[src/hdl/vhbi_pkg.sv]
package vhbi_pkg;

    // ------------------------------------------------------------
    // Address map
    // ------------------------------------------------------------
    localparam logic [19:0] VHBI_MEM_BASE = 20'ha0000;
    localparam logic [19:0] VHBI_MEM_LAST = 20'hbffff;
    localparam logic [19:0] VHBI_ROM_BASE = 20'hc0000;
    localparam logic [19:0] VHBI_ROM_LAST = 20'hc7fff;
    localparam int VHBI_ROM_PAGE_BIT = 14;
    localparam logic [15:0] VHBI_IO_SETUP = 16'h46e8;
    localparam logic [15:0] VHBI_IO_ENABLE = 16'h0102;
    localparam logic [15:0] VHBI_IO_LOW = 16'h03b0;
    localparam logic [15:0] VHBI_IO_HIGH = 16'h03df;

    // ------------------------------------------------------------
    // Power-up configuration
    // ------------------------------------------------------------
    localparam int VHBI_CFG_BUS_BIT = 2;
    localparam int VHBI_CFG_W16_BIT = 0;
    localparam logic [7:0] VHBI_CFG_RESET = 8'h00;
    localparam logic VHBI_ENABLE_RESET = 1'b1;

    // ------------------------------------------------------------
    // Timing
    // ------------------------------------------------------------
    localparam int VHBI_CLK_NS = 100;
    localparam int VHBI_RESET_MIN_PERIODS = 10;
    localparam int VHBI_SLOT_CYCLES = 4;
    localparam int VHBI_MEM_ACCESS_CYCLES = 2;
    localparam int VHBI_FIFO_DEPTH = 8;

    // ------------------------------------------------------------
    // Types
    // ------------------------------------------------------------
    typedef enum logic [1:0] {
        VHBI_MODE_TEXT = 2'h0,
        VHBI_MODE_PLANAR = 2'h1,
        VHBI_MODE_PACKED = 2'h2
    } vhbi_mode_e;

    typedef struct packed {
        logic mem_rd;
        logic mem_wr;
        logic io_rd;
        logic io_wr;
        logic bhe;
        logic [19:0] addr;
        logic [15:0] wdata;
    } vhbi_host_req_s;

    typedef struct packed {
        logic req;
        logic wr;
        logic wide;
        logic [19:0] addr;
        logic [15:0] wdata;
    } vhbi_mem_req_s;

endpackage

[src/hdl/vhbi_sync.sv]
`timescale 1ns/1ps
module vhbi_sync #(
    parameter int WIDTH = 1
) (
    // Clock and reset
    input wire logic core_clk_i,
    input wire logic resetn_i,
    // Data
    input wire logic [WIDTH-1:0] async_i,
    output logic [WIDTH-1:0] sync_o
);
    logic [WIDTH-1:0] s1_r;
    logic [WIDTH-1:0] s2_r;
    logic [WIDTH-1:0] s3_r;

    always_ff @(posedge core_clk_i or negedge resetn_i) begin
        if (!resetn_i) begin
            s1_r <= '0;
            s2_r <= '0;
            s3_r <= '0;
            sync_o <= '0;
        end else begin
            s1_r <= async_i;
            s2_r <= s1_r;
            s3_r <= s2_r;
            for (int i = 0; i < WIDTH; i++) begin
                if (s2_r[i] == s3_r[i]) begin
                    sync_o[i] <= s3_r[i];
                end
            end
        end
    end
endmodule // vhbi_sync

[src/hdl/vhbi_host_if.sv]
`timescale 1ns/1ps
module vhbi_host_if
    import vhbi_pkg::*;
#(
    parameter int SLOT_CYCLES = VHBI_SLOT_CYCLES,
    parameter int ACCESS_CYCLES = VHBI_MEM_ACCESS_CYCLES,
    parameter int FIFO_DEPTH = VHBI_FIFO_DEPTH
) (
    // Clock and reset
    input wire logic core_clk_i,
    input wire logic resetn_i,
    // Host bus pins
    input wire vhbi_host_req_s host_i,
    input wire logic display_memory_enable_i,
    input wire logic [7:0] video_memory_data_pins_i,
    input wire logic sys_bus16_i,
    input wire vhbi_mode_e mode_i,
    output logic [15:0] host_rdata_o,
    output logic rdy_o,
    output logic ds16_n_o,
    output logic rom_en_n_o,
    output logic rom_page_o,
    output logic channel_mode_o,
    output logic subsys_enable_o,
    // Display memory side
    output vhbi_mem_req_s mem_o,
    input wire logic [15:0] mem_rdata_i,
    input wire logic mem_done_i,
    // Display fetch side
    input wire logic fetch_valid_i,
    input wire logic [15:0] fetch_data_i,
    output logic fetch_ready_o,
    input wire logic disp_ready_i,
    output logic disp_valid_o,
    output logic [15:0] disp_data_o,
    // Sequencer clocks
    output logic char_clk_o,
    output logic dot_clk_o
);
    // ------------------------------------------------------------
    // Pin synchronisers
    // ------------------------------------------------------------
    localparam int HW = $bits(vhbi_host_req_s);
    vhbi_host_req_s host_s;
    logic enable_s;
    logic bus16_s;

    vhbi_sync #(.WIDTH(HW + 2)) u_sync (
        .core_clk_i(core_clk_i),
        .resetn_i(resetn_i),
        .async_i({host_i, display_memory_enable_i, sys_bus16_i}),
        .sync_o({host_s, enable_s, bus16_s})
    );

    // ------------------------------------------------------------
    // Power-up configuration capture
    // ------------------------------------------------------------
    logic [7:0] power_up_config_register_r;
    logic cfg_loaded_r;

    always_ff @(posedge core_clk_i or negedge resetn_i) begin
        if (!resetn_i) begin
            power_up_config_register_r <= VHBI_CFG_RESET;
            cfg_loaded_r <= 1'b0;
        end else if (!cfg_loaded_r) begin
            power_up_config_register_r <= video_memory_data_pins_i;
            cfg_loaded_r <= 1'b1;
        end
    end

    logic chan_mode;
    assign chan_mode = power_up_config_register_r[VHBI_CFG_BUS_BIT];
    assign channel_mode_o = chan_mode;

    // ------------------------------------------------------------
    // Address decode
    // ------------------------------------------------------------
    function automatic logic in_range(input logic [19:0] a, input logic [19:0] lo, input logic [19:0] hi);
        in_range = (a >= lo) && (a <= hi);
    endfunction

    logic mem_cyc;
    logic io_cyc;
    logic hit_mem;
    logic hit_rom;
    logic hit_io;
    logic hit_setup;
    logic hit_enable;
    logic subsys_en_r;

    assign mem_cyc = host_s.mem_rd | host_s.mem_wr;
    assign io_cyc = host_s.io_rd | host_s.io_wr;
    assign hit_setup = io_cyc && (host_s.addr[15:0] == VHBI_IO_SETUP) && !chan_mode;
    assign hit_enable = io_cyc && (host_s.addr[15:0] == VHBI_IO_ENABLE);
    // Channel-style bus: enable gates ports too
    assign hit_io = io_cyc && subsys_en_r && (enable_s || !chan_mode)
        && in_range({4'h0, host_s.addr[15:0]}, {4'h0, VHBI_IO_LOW}, {4'h0, VHBI_IO_HIGH});
    assign hit_mem = mem_cyc && enable_s && subsys_en_r
        && in_range(host_s.addr, VHBI_MEM_BASE, VHBI_MEM_LAST);
    assign hit_rom = host_s.mem_rd && in_range(host_s.addr, VHBI_ROM_BASE, VHBI_ROM_LAST);

    always_ff @(posedge core_clk_i or negedge resetn_i) begin
        if (!resetn_i) begin
            subsys_en_r <= VHBI_ENABLE_RESET;
        end else if (hit_enable && host_s.io_wr) begin
            subsys_en_r <= host_s.wdata[0];
        end
    end
    assign subsys_enable_o = subsys_en_r;

    always_ff @(posedge core_clk_i or negedge resetn_i) begin
        if (!resetn_i) begin
            rom_en_n_o <= 1'b1;
            rom_page_o <= 1'b0;
        end else begin
            rom_en_n_o <= !hit_rom;
            if (hit_rom) begin
                rom_page_o <= host_s.addr[VHBI_ROM_PAGE_BIT];
            end
        end
    end

    // ------------------------------------------------------------
    // Width selection
    // ------------------------------------------------------------
    logic wide_ok;
    assign wide_ok = (mode_i != VHBI_MODE_PLANAR)
        && bus16_s && power_up_config_register_r[VHBI_CFG_W16_BIT];
    assign ds16_n_o = !(hit_mem && wide_ok);

    // ------------------------------------------------------------
    // Sequencer slots and clocks
    // ------------------------------------------------------------
    logic [7:0] slot_cnt_r;
    logic host_slot_r;
    logic slot_start;

    assign slot_start = (slot_cnt_r == 8'(SLOT_CYCLES - 1));

    always_ff @(posedge core_clk_i or negedge resetn_i) begin
        if (!resetn_i) begin
            slot_cnt_r <= 8'h00;
            host_slot_r <= 1'b0;
            char_clk_o <= 1'b0;
            dot_clk_o <= 1'b0;
        end else begin
            dot_clk_o <= !dot_clk_o;
            slot_cnt_r <= slot_start ? 8'h00 : slot_cnt_r + 8'h01;
            if (slot_start) begin
                host_slot_r <= !host_slot_r;
                char_clk_o <= !char_clk_o;
            end
        end
    end

    // ------------------------------------------------------------
    // Host memory cycle state machine
    // ------------------------------------------------------------
    typedef enum logic [3:0] {
        ST_IDLE = 4'b0001,
        ST_WAIT = 4'b0010,
        ST_ACC = 4'b0100,
        ST_DONE = 4'b1000
    } vhbi_state_e;

    vhbi_state_e state_r;
    vhbi_state_e state_nxt;
    logic [7:0] acc_cnt_r;

    always_comb begin
        state_nxt = state_r;
        case (state_r)
            ST_IDLE: begin
                if (hit_mem) begin
                    state_nxt = ST_WAIT;
                end
            end
            ST_WAIT: begin
                if (host_slot_r && slot_cnt_r == 8'h00) begin
                    state_nxt = ST_ACC;
                end
            end
            ST_ACC: begin
                if (mem_done_i && acc_cnt_r >= 8'(ACCESS_CYCLES - 1)) begin
                    state_nxt = ST_DONE;
                end
            end
            ST_DONE: begin
                if (!mem_cyc) begin
                    state_nxt = ST_IDLE;
                end
            end
            default: state_nxt = ST_IDLE;
        endcase
    end

    always_ff @(posedge core_clk_i or negedge resetn_i) begin
        if (!resetn_i) begin
            state_r <= ST_IDLE;
            acc_cnt_r <= 8'h00;
        end else begin
            state_r <= state_nxt;
            acc_cnt_r <= (state_r == ST_ACC) ? acc_cnt_r + 8'h01 : 8'h00;
        end
    end

    // Ready low only during memory waits
    assign rdy_o = !(hit_mem && state_r != ST_DONE);

    always_ff @(posedge core_clk_i or negedge resetn_i) begin
        if (!resetn_i) begin
            mem_o <= '0;
        end else begin
            mem_o.req <= (state_nxt == ST_ACC);
            mem_o.wr <= host_s.mem_wr;
            mem_o.wide <= wide_ok && host_s.bhe;
            mem_o.addr <= host_s.addr;
            mem_o.wdata <= host_s.wdata;
        end
    end

    // ------------------------------------------------------------
    // Read data return
    // ------------------------------------------------------------
    always_ff @(posedge core_clk_i or negedge resetn_i) begin
        if (!resetn_i) begin
            host_rdata_o <= 16'h0000;
        end else if (state_r == ST_ACC && mem_done_i) begin
            host_rdata_o <= (wide_ok && host_s.bhe) ? mem_rdata_i : {8'h00, mem_rdata_i[7:0]};
        end else if (host_s.io_rd && (hit_io || hit_enable || hit_setup)) begin
            host_rdata_o <= {8'h00, (hit_enable || hit_setup) ? {7'h00, subsys_en_r}
                : power_up_config_register_r};
        end
    end

    // ------------------------------------------------------------
    // Display fetch FIFO
    // ------------------------------------------------------------
    localparam int AW = $clog2(FIFO_DEPTH);
    logic [15:0] fifo_mem [FIFO_DEPTH];
    logic [AW:0] wr_ptr_r;
    logic [AW:0] rd_ptr_r;
    logic full;
    logic empty;

    assign empty = (wr_ptr_r == rd_ptr_r);
    assign full = (wr_ptr_r[AW] != rd_ptr_r[AW]) && (wr_ptr_r[AW-1:0] == rd_ptr_r[AW-1:0]);
    assign fetch_ready_o = !full && !host_slot_r;
    assign disp_valid_o = !empty;
    assign disp_data_o = fifo_mem[rd_ptr_r[AW-1:0]];

    always_ff @(posedge core_clk_i) begin
        if (fetch_valid_i && fetch_ready_o) begin
            fifo_mem[wr_ptr_r[AW-1:0]] <= fetch_data_i;
        end
    end

    always_ff @(posedge core_clk_i or negedge resetn_i) begin
        if (!resetn_i) begin
            wr_ptr_r <= '0;
            rd_ptr_r <= '0;
        end else begin
            if (fetch_valid_i && fetch_ready_o) begin
                wr_ptr_r <= wr_ptr_r + 1'b1;
            end
            if (disp_ready_i && !empty) begin
                rd_ptr_r <= rd_ptr_r + 1'b1;
            end
        end
    end

    // ------------------------------------------------------------
    // Checks
    // ------------------------------------------------------------
    property p_io_no_wait;
        @(posedge core_clk_i) disable iff (!resetn_i) (io_cyc || hit_rom) |-> rdy_o;
    endproperty
    a_io_no_wait: assert property (p_io_no_wait) else $error("wait on io or rom");

    property p_mem_wait;
        @(posedge core_clk_i) disable iff (!resetn_i) $rose(hit_mem) |-> !rdy_o;
    endproperty
    a_mem_wait: assert property (p_mem_wait) else $error("memory cycle not stalled");

    property p_slot_only;
        @(posedge core_clk_i) disable iff (!resetn_i) $rose(mem_o.req) |-> host_slot_r;
    endproperty
    a_slot_only: assert property (p_slot_only) else $error("access outside host slot");

    property p_planar_narrow;
        @(posedge core_clk_i) disable iff (!resetn_i) mode_i == VHBI_MODE_PLANAR |-> ds16_n_o;
    endproperty
    a_planar_narrow: assert property (p_planar_narrow) else $error("wide planar access");

    property p_io_narrow;
        @(posedge core_clk_i) disable iff (!resetn_i) $rose(io_cyc && host_s.io_rd && !hit_mem)
            |=> host_rdata_o[15:8] == 8'h00;
    endproperty
    a_io_narrow: assert property (p_io_narrow) else $error("io data wider than byte");

    property p_cfg_hold;
        @(posedge core_clk_i) disable iff (!resetn_i) cfg_loaded_r |=> $stable(power_up_config_register_r);
    endproperty
    a_cfg_hold: assert property (p_cfg_hold) else $error("config changed after load");

    property p_fifo_full;
        @(posedge core_clk_i) disable iff (!resetn_i) full |-> !fetch_ready_o;
    endproperty
    a_fifo_full: assert property (p_fifo_full) else $error("fifo accepts when full");

    property p_wait_slot;
        @(posedge core_clk_i) disable iff (!resetn_i) state_r == ST_WAIT && !host_slot_r |=> state_r != ST_ACC;
    endproperty
    a_wait_slot: assert property (p_wait_slot) else $error("access in display slot");
endmodule // vhbi_host_if

[config.mk]
export PLATFORM = sky130hd
export DESIGN_NAME = vhbi_host_if
export DESIGN_NICKNAME = d
export VERILOG_FILES = /design/src/hdl/vhbi_pkg.sv /design/src/hdl/vhbi_sync.sv /design/src/hdl/vhbi_host_if.sv
export SDC_FILE = /design/constraint.sdc
export NUM_CORES = 1
export LEC_CHECK = 0
export ABC_AREA = 1
export BUFFER_PORTS_ARGS = -buffer_cell sky130_fd_sc_hd__buf_2
export CORE_MARGIN = 2
export CORE_UTILIZATION = 61
export CTS_CLUSTER_SIZE = 16
export DETAILED_ROUTE_END_ITERATION = 8
export GPL_ROUTABILITY_DRIVEN = 0
export PLACE_DENSITY_LB_ADDON = 0.3
export SETUP_SLACK_MARGIN = 0.3
export SLEW_MARGIN = 20
export SYNTH_ARGS = -nofsm -noshare
export SYNTH_HDL_FRONTEND = slang
export SYNTH_SLANG_ARGS = --single-unit
[constraint.sdc]
create_clock -name core_clk_i -period 6.05 [get_ports core_clk_i]
set_clock_uncertainty 0.1 [all_clocks]
set_input_delay 1.5125 -clock core_clk_i [delete_from_list [all_inputs] [get_ports core_clk_i]]
set_output_delay 1.5125 -clock core_clk_i [all_outputs]
set_load 0.005 [all_outputs]
==> results of run 1 <==
## worst register-to-register path: cells and delay by family, from the launching register on
| family | cells | cell delay [ns] |
|---|---|---|
| XOR/XNOR | 1 | 0.16 |
| buffers and inverters | 2 | 0.66 |
| flip-flops | 1 | 0.35 |
| AND/OR/NAND/NOR | 6 | 1.33 |
## cells by family (layout without fill, tap and decap cells)
family / count (synthesis) / in the layout
flops: 398 / 398
buf+inv: 89 / 310
compound gates: 127 / 127
mux: 6 / 6
fa+ha+maj: 50 / 50
simple gates: 325 / 325
other cells: 1 / 3
xor+xnor: 13 / 13
## worst min-delay path by stage
stage          depth (start not counted)              end  slack [ns]
2_1_floorplan                          0   u_sync.s2_r[0]        0.23
3_3_place_gp                           0   u_sync.s2_r[4]        0.23
3_5_place_dp                           0  u_sync.s2_r[16]        0.23
4_1_cts                                0  u_sync.s2_r[11]        0.24
5_1_grt                                0  u_sync.s2_r[11]        0.24
6_report                               0  u_sync.s2_r[11]        0.24
## layout by cell type (no fill, tap or decap), types with 3 or more instances in the layout
master and instances:
nor2_1 151, o22ai_1 18, nand4_1 4, a21oi_1 9, dfstp_2 3, clkinv_2 11, clkbuf_8 6, inv_1 57
maj3_1 43, nand3_1 37, a31oi_1 16, clkinv_1 5, nand2_2 3, mux2_2 6, nor2_2 8, dfrtp_1 266
nor3_1 7, buf_4 7, o21ai_0 82, xor2_1 11, nand2_1 101, clkbuf_16 39, ha_1 7, buf_2 169
clkbuf_1 5, inv_2 3, edfxtp_1 128
## cell type report
class                           count  share of cell area
Antenna cell                        2           0.0003093
Sequential cell                   398              0.6554
Tap cell                          280             0.02165
Clock inverter                     22             0.01291
Clock buffer                       50             0.06657
Multi-Input combinational cell    522              0.1726
Inverter                           61             0.01415
Timing Repair Buffer              177             0.05644
## power by group
| part | switching (mW) | internal (mW) |
|---|---|---|
| combinational | 0.779 | 0.401 |
| sequential | 0.117 | 3.06 |
| clock | 1.00 | 1.36 |
## sequential cells by signal, indices dropped and copies added, names as in the netlist
signal                      count
fifo_mem                      128
u_sync.s1_r                    43
u_sync.s2_r                    43
u_sync.s3_r                    43
u_sync.sync_o                  43
mem_o                          39
host_rdata_o                   16
acc_cnt_r                       8
power_up_config_register_r      8
slot_cnt_r                      8
rd_ptr_r                        4
state_r                         4
wr_ptr_r                        4
cfg_loaded_r                    1
char_clk_o                      1
dot_clk_o                       1
host_slot_r                     1
rom_en_n_o                      1
rom_page_o                      1
subsys_enable_o                 1
## per-layer routing
| layer | share of wire | wire, µm | track usage | up-vias |
|---|---|---|---|---|
| li1 | - | - | - | 3793 |
| met1 | 0.42 | 10780 | 0.3076 | 4038 |
| met2 | 0.48 | 12450 | 0.3652 | 318 |
| met3 | 0.070 | 1809 | 0.04397 | 63 |
| met4 | 0.027 | 706 | 0.07121 | 0 |
| met5 | 0 | 0 | 0 | - |
## metrics by stage
| stage | utilization | power (mW) | instances | worst slack [ns] |
|---|---|---|---|---|
| 4_1_cts | 0.7362 | 6.764 | 1510 | 1.705 |
| 6_report | 0.7369 | 6.722 | 1512 | 1.652 |
| 3_3_place_gp | 0.6777 | 4.341 | 1438 | 2.394 |
| 5_1_grt | 0.7369 | 7.047 | 1512 | 1.411 |
| 3_5_place_dp | 0.6777 | 4.384 | 1438 | 2.338 |
| 2_1_floorplan | - | 3.940 | 1009 | 2.336 |
==> results.sh, run 1 <==
export IMPL_max_slew_margin=0.2669
export IMPL_tns_ns=0
export IMPL_min_period_ns=4.398
export IMPL_pwr_density_cell_nw_per_um2=415.4
export IMPL_ctsHoldBuffers=0
export IMPL_die_x_um=154.1
export IMPL_ys_warnings_count=0
export IMPL_track_usage=0.2229
export IMPL_path_depth=7
export IMPL_yosys_area_share_simple=0.1005
export IMPL_maxCapViolCount=0
export IMPL_cts_buffers=39
export IMPL_grt_start_max_net_pins=131
export IMPL_final_nets=1296
export IMPL_syn2layout_area_growth_pct=17.77
export IMPL_drt_total_wl_mm=25.75
export IMPL_clk_latency_ns=0.53
export IMPL_crit_family="buffers and inverters"
export IMPL_dieArea_um2=23740
export IMPL_cpMaxStageDelayCell="inv_1"
export IMPL_clock_sinks=398
export IMPL_antenna_found_initial=2
export IMPL_h_tree_depth=2
export IMPL_overflow=0
export IMPL_synth_area_top_cells="dfrtp_1 (49%), edfxtp_1 (28%), nor2_1 (4.2%)"
export IMPL_critical_path_startpoint="rd_ptr_r[0]"
export IMPL_cts_tree="yes"
export IMPL_dp_final_hpwl_mm=15.76
export IMPL_yosysMostFrequentCell="dfrtp_1"
export IMPL_crit_path_end="disp_data_o[8]"
export IMPL_clockBufferDepth=3
export IMPL_seqCellArea_um2=10610
export IMPL_avgSynthCellArea_um2=13.62
export IMPL_die_y_um=154.1
export IMPL_outcome="finished, final reports clean"
export IMPL_syn_area_um2=13740
export IMPL_synth_edff_count=128
export IMPL_multiInputGateArea_um2=2793
export IMPL_synth_cell_types=37
export IMPL_ys_seq_area_frac=0.7717
export IMPL_synth_cells=1009
export IMPL_via_per_inst=5.431
export IMPL_crit_fanout=38
export IMPL_worstPathArrival_ns=2.79
export IMPL_max_freq_ghz=0.2274
export IMPL_grt_pass1_wl_mm=41.83
export IMPL_finalCritPeriodShare=0.7269
export IMPL_r2r_start="rd_ptr_r[0]"
export IMPL_crit_type="reg -> out"
export IMPL_max_stage_delay_ns=0.57
export IMPL_post_dp_cell_area_um2=14880
export IMPL_numPortBuffers=170
export IMPL_fill_cells=1387
export IMPL_final_area_um2=16180
export IMPL_synth_adder_area_share=0.03770
export IMPL_pin_count=171
export IMPL_firstDrtPassIters=7
export IMPL_rsz0062_at_grt="no"
export IMPL_yosysTopAreaCell="dfrtp_1"
export IMPL_peakVddDrop_mv=0.2860
export IMPL_wl_per_cell_um=17.03
export IMPL_rows=54
export IMPL_tightest_slew_ns=1.098
export IMPL_timing_critical_path_required_ns=4.44
export IMPL_vias=8212
export IMPL_synth_flop_cell="dfrtp_1"
export IMPL_whs_ns=0.2430
export IMPL_grt_pass1_vias=8120
export IMPL_p_leak_nw=7.063
export IMPL_drt_iter0_drc=640
export IMPL_clkSlewWorstSetupHoldPaths_ns=0.06
export IMPL_ant_nets=0
export IMPL_ys_async_sr_fraction=0.6784
export IMPL_finalMaxSlewViolations=0
export IMPL_finalHoldViolations=0
export IMPL_critPathCaptureType="output pin"
export IMPL_core_area_um2=21960
export IMPL_synth_compound_area_frac=0.04981
export IMPL_ys_seq_elements=398
export IMPL_cts_root_buffer="clkbuf_16"
export IMPL_rrSetupSlack_ns=3.09
export IMPL_synth_top_family_by_area="simple AND/OR/NAND/NOR gates"
export IMPL_path_buf_inv=3
export IMPL_finalSetupViolCount=0
export IMPL_synth_mux_area_frac=0.004917
export IMPL_r2r_end="fifo_mem[5][6]"
export IMPL_hold_start="u_sync.s1_r[11]"
export IMPL_crit_path_start_kind="flip-flop"
export IMPL_start_util=0.6258
export IMPL_yosysTopAreaCellShare=0.4863
export IMPL_synthTopCellsByCount="dfrtp_1 (267), nor2_1 (154), edfxtp_1 (128), nand2_1 (101), o21ai_0 (82)"
export IMPL_synth_xor_xnor_area_share=0.008286
export IMPL_cp_cell_sequence="inv_1 > buf_4 > o21ai_0 > o22ai_1 > nor2_1 > a31oi_1 > buf_2"
export IMPL_reg2reg_depth=9
export IMPL_synth_fp_nets=1106
export IMPL_cts_resized=0
export IMPL_min_path_type="reg -> reg"
export IMPL_drcViolationCount=0
export IMPL_drive_gt1_frac=0.2220
export IMPL_post_cts_buffers=0
(Power assumes the default switching activity.)
==> inputs of run 2 (changes only) <==
--- a/config.mk
+++ b/config.mk
@@ -5,10 +5,10 @@
 export SDC_FILE = /design/constraint.sdc
 export NUM_CORES = 1
 export LEC_CHECK = 0
-export ABC_AREA = 1
+export ABC_AREA = 0
 export BUFFER_PORTS_ARGS = -buffer_cell sky130_fd_sc_hd__buf_2
 export CORE_MARGIN = 2
-export CORE_UTILIZATION = 61
+export CORE_UTILIZATION = 57
 export CTS_CLUSTER_SIZE = 16
 export DETAILED_ROUTE_END_ITERATION = 8
 export GPL_ROUTABILITY_DRIVEN = 0
==> constraint.sdc (replaced) <==
create_clock -name core_clk_i -period 4.6 [get_ports core_clk_i]
set_clock_uncertainty 0.1 [all_clocks]
set_input_delay 1.15 -clock core_clk_i [delete_from_list [all_inputs] [get_ports core_clk_i]]
set_output_delay 1.15 -clock core_clk_i [all_outputs]
set_load 0.005 [all_outputs]
==> results.sh, run 2 <==
export IMPL_ant_nets=0
export IMPL_seqCellArea_um2=10610
export IMPL_rows=56
export IMPL_die_y_um=157.6
export IMPL_drive_gt1_frac=0.3438
export IMPL_ys_warnings_count=0
export IMPL_fill_cells=1521
export IMPL_cts_root_buffer="clkbuf_16"
export IMPL_ctsHoldBuffers=0
export IMPL_drcViolationCount=0
export IMPL_post_cts_buffers=0
export IMPL_finalMaxSlewViolations=0
export IMPL_timing_critical_path_required_ns=3.35
export IMPL_holdPathStages=0
export IMPL_yosysTopAreaCell="dfrtp_1"
export IMPL_synth_fp_nets=812
export IMPL_p_clk_frac=0.362
export IMPL_yosysTopAreaCellShare=0.4969
export IMPL_p_comb_frac=0.149
export IMPL_pwr_density_cell_nw_per_um2=544.6
export IMPL_start_util=0.5763
export IMPL_yosysMostFrequentCell="dfrtp_1"
export IMPL_ys_seq_area_frac=0.7887
export IMPL_antenna_found_initial=1
export IMPL_r2r_start="rd_ptr_r[1]"
export IMPL_synth_edff_count=128
export IMPL_clock_sinks=398
export IMPL_finalCritPeriodShare=0.8410
export IMPL_cts_resized=0
export IMPL_core_area_um2=23330
export IMPL_largest_reg_flops=128
export IMPL_rrSetupSlack_ns=1.53
export IMPL_grt_pass1_vias=6804
export IMPL_overflow=0
export IMPL_p_seq_frac=0.489
export IMPL_wl_per_cell_um=18.64
export IMPL_maxCapViolCount=0
export IMPL_firstDrtPassIters=4
export IMPL_worstPathArrival_ns=2.62
export IMPL_holdPathEnd="u_sync.s2_r[21]"
export IMPL_p_sw_frac=0.2446
export IMPL_syn2layout_area_growth_pct=19.63
export IMPL_clkSlewWorstSetupHoldPaths_ns=0.06
export IMPL_min_period_ns=3.869
export IMPL_cts_tree="yes"
export IMPL_final_nets=1020
export IMPL_max_freq_ghz=0.2585
export IMPL_grt_start_max_net_pins=119
export IMPL_synth_area_top_cells="dfrtp_1 (50%), edfxtp_1 (29%), mux4_2 (5.4%)"
export IMPL_final_area_um2=16080
export IMPL_syn_area_um2=13450
export IMPL_pin_count=171
export IMPL_track_usage=0.2008
export IMPL_crit_path_start_kind="flip-flop"
export IMPL_clk_latency_ns=0.53
export IMPL_multiInputGateArea_um2=2724
export IMPL_min_path_type="reg -> reg"
export IMPL_peakVddDrop_mv=0.3815
export IMPL_finalHoldViolations=0
export IMPL_rsz0062_at_grt="no"
export IMPL_dieArea_um2=24830
export IMPL_synth_cell_types=53
export IMPL_avgSynthCellArea_um2=18.80
export IMPL_finalSetupViolCount=0
export IMPL_p_sw_mw=2.143
export IMPL_final_cell_mix="dfrtp_1 (266), buf_2 (169), edfxtp_1 (128)"
export IMPL_dp_final_hpwl_mm=14.70
export IMPL_tightest_slew_ns=0.8590
export IMPL_crit_type="reg -> out"
export IMPL_ys_seq_elements=398
export IMPL_p_int_mw=6.617
export IMPL_hold_start="u_sync.s1_r[21]"
export IMPL_tns_ns=0
export IMPL_final_cells=1274
export IMPL_outcome="finished, final reports clean"
export IMPL_synth_cells=715
export IMPL_cts_buffers=39
export IMPL_numPortBuffers=170
export IMPL_post_dp_cell_area_um2=14760
export IMPL_synthTopCellsByCount="dfrtp_1 (267), edfxtp_1 (128), maj3_1 (43), mux4_2 (32), mux2_2 (28)"
export IMPL_ys_async_sr_fraction=0.6784
export IMPL_synth_flop_cell="dfrtp_1"
export IMPL_power_mw=8.760
export IMPL_h_tree_depth=2
export IMPL_vias=6644
export IMPL_critPathCaptureType="output pin"
export IMPL_via_per_inst=5.215
export IMPL_r2r_end="fifo_mem[7][14]"
export IMPL_drt_total_wl_mm=23.74
export IMPL_max_slew_margin=0.4273
export IMPL_final_common_cell="dfrtp_1"
export IMPL_die_x_um=157.6
export IMPL_grt_pass1_wl_mm=37.57
export IMPL_p_leak_nw=6.646
export IMPL_reg2reg_depth=6
export IMPL_crit_fanout=21
export IMPL_clockBufferDepth=3
export IMPL_drt_iter0_drc=368
export IMPL_place_inst=1201
[run 2: cells by family (layout without fill, tap and decap cells)]
family,Yosys count,count (layout),synth area share
flip-flops,398,398,0.7887
AND/OR/NAND/NOR,104,104,0.04281
multiplexers,63,63,0.07966
adder cells (fa/ha/maj),50,50,0.03853
AO/OA/AOI/OAI,44,44,0.02392
buffers and inverters,32,271,0.01117
XOR/XNOR,23,23,0.01498
other,1,2,0.0002789
[run 2: worst max path at each step]
stage | start | endpoint | slack [ns] | depth (start not counted)
2_1_floorplan | fetch_valid_i | fifo_mem[0][0] | 1.21 | 2
3_3_place_gp | rd_ptr_r[0] | disp_data_o[5] | 1.26 | 4
3_5_place_dp | rd_ptr_r[0] | disp_data_o[15] | 1.20 | 4
4_1_cts | rd_ptr_r[0] | disp_data_o[15] | 0.66 | 4
5_1_grt | rd_ptr_r[0] | disp_data_o[5] | 0.55 | 4
6_report | rd_ptr_r[0] | disp_data_o[15] | 0.73 | 4
[run 2: worst max-delay path, stage by stage, from the launching register on]
cell	delay [ns]
dfrtp_2	0.76
buf_4	0.39
mux4_2	0.55
mux2_2	0.27
buf_2	0.12
[run 2: through the flow]
step | hold WS, ns | worst slack [ns] | utilization
after global placement | 0.2313 | 1.256 | 0.6328
after CTS | 0.2456 | 0.6593 | 0.6890
after global routing | 0.2478 | 0.5514 | 0.6894
after floorplan | 0.2312 | 1.213 | -
final | 0.2431 | 0.7314 | 0.6894
after detailed placement | 0.2347 | 1.205 | 0.6328
[run 2: layout make-up]
class	instances	share of cell area
flip-flops and latches	398	0.6594
diodes	1	0.0001556
repair buffers	186	0.06177
well taps	319	0.02482
multi-input cells	285	0.1694
clock inverters	26	0.01579
clock buffers	46	0.06573
inverters	13	0.003034
[run 2: power groups by stage]
stage          sequential (mW)  combinational [mW]  clock, mW
3_5_place_dp              4.36                1.31          0
5_1_grt                   4.34                1.42       3.39
6_report                  4.29                1.30       3.17
3_3_place_gp              4.34                1.27          0
4_1_cts                   4.29                1.33       3.24
2_1_floorplan             4.20               0.905          0
[run 2: per-layer routing]
metal	vias up	routed length (µm)	global-route usage
met4	0	640	0.07273
li1	3053	-	-
met1	3343	10110	0.2932
met3	45	1581	0.04024
met5	-	0	0
met2	203	11410	0.3073
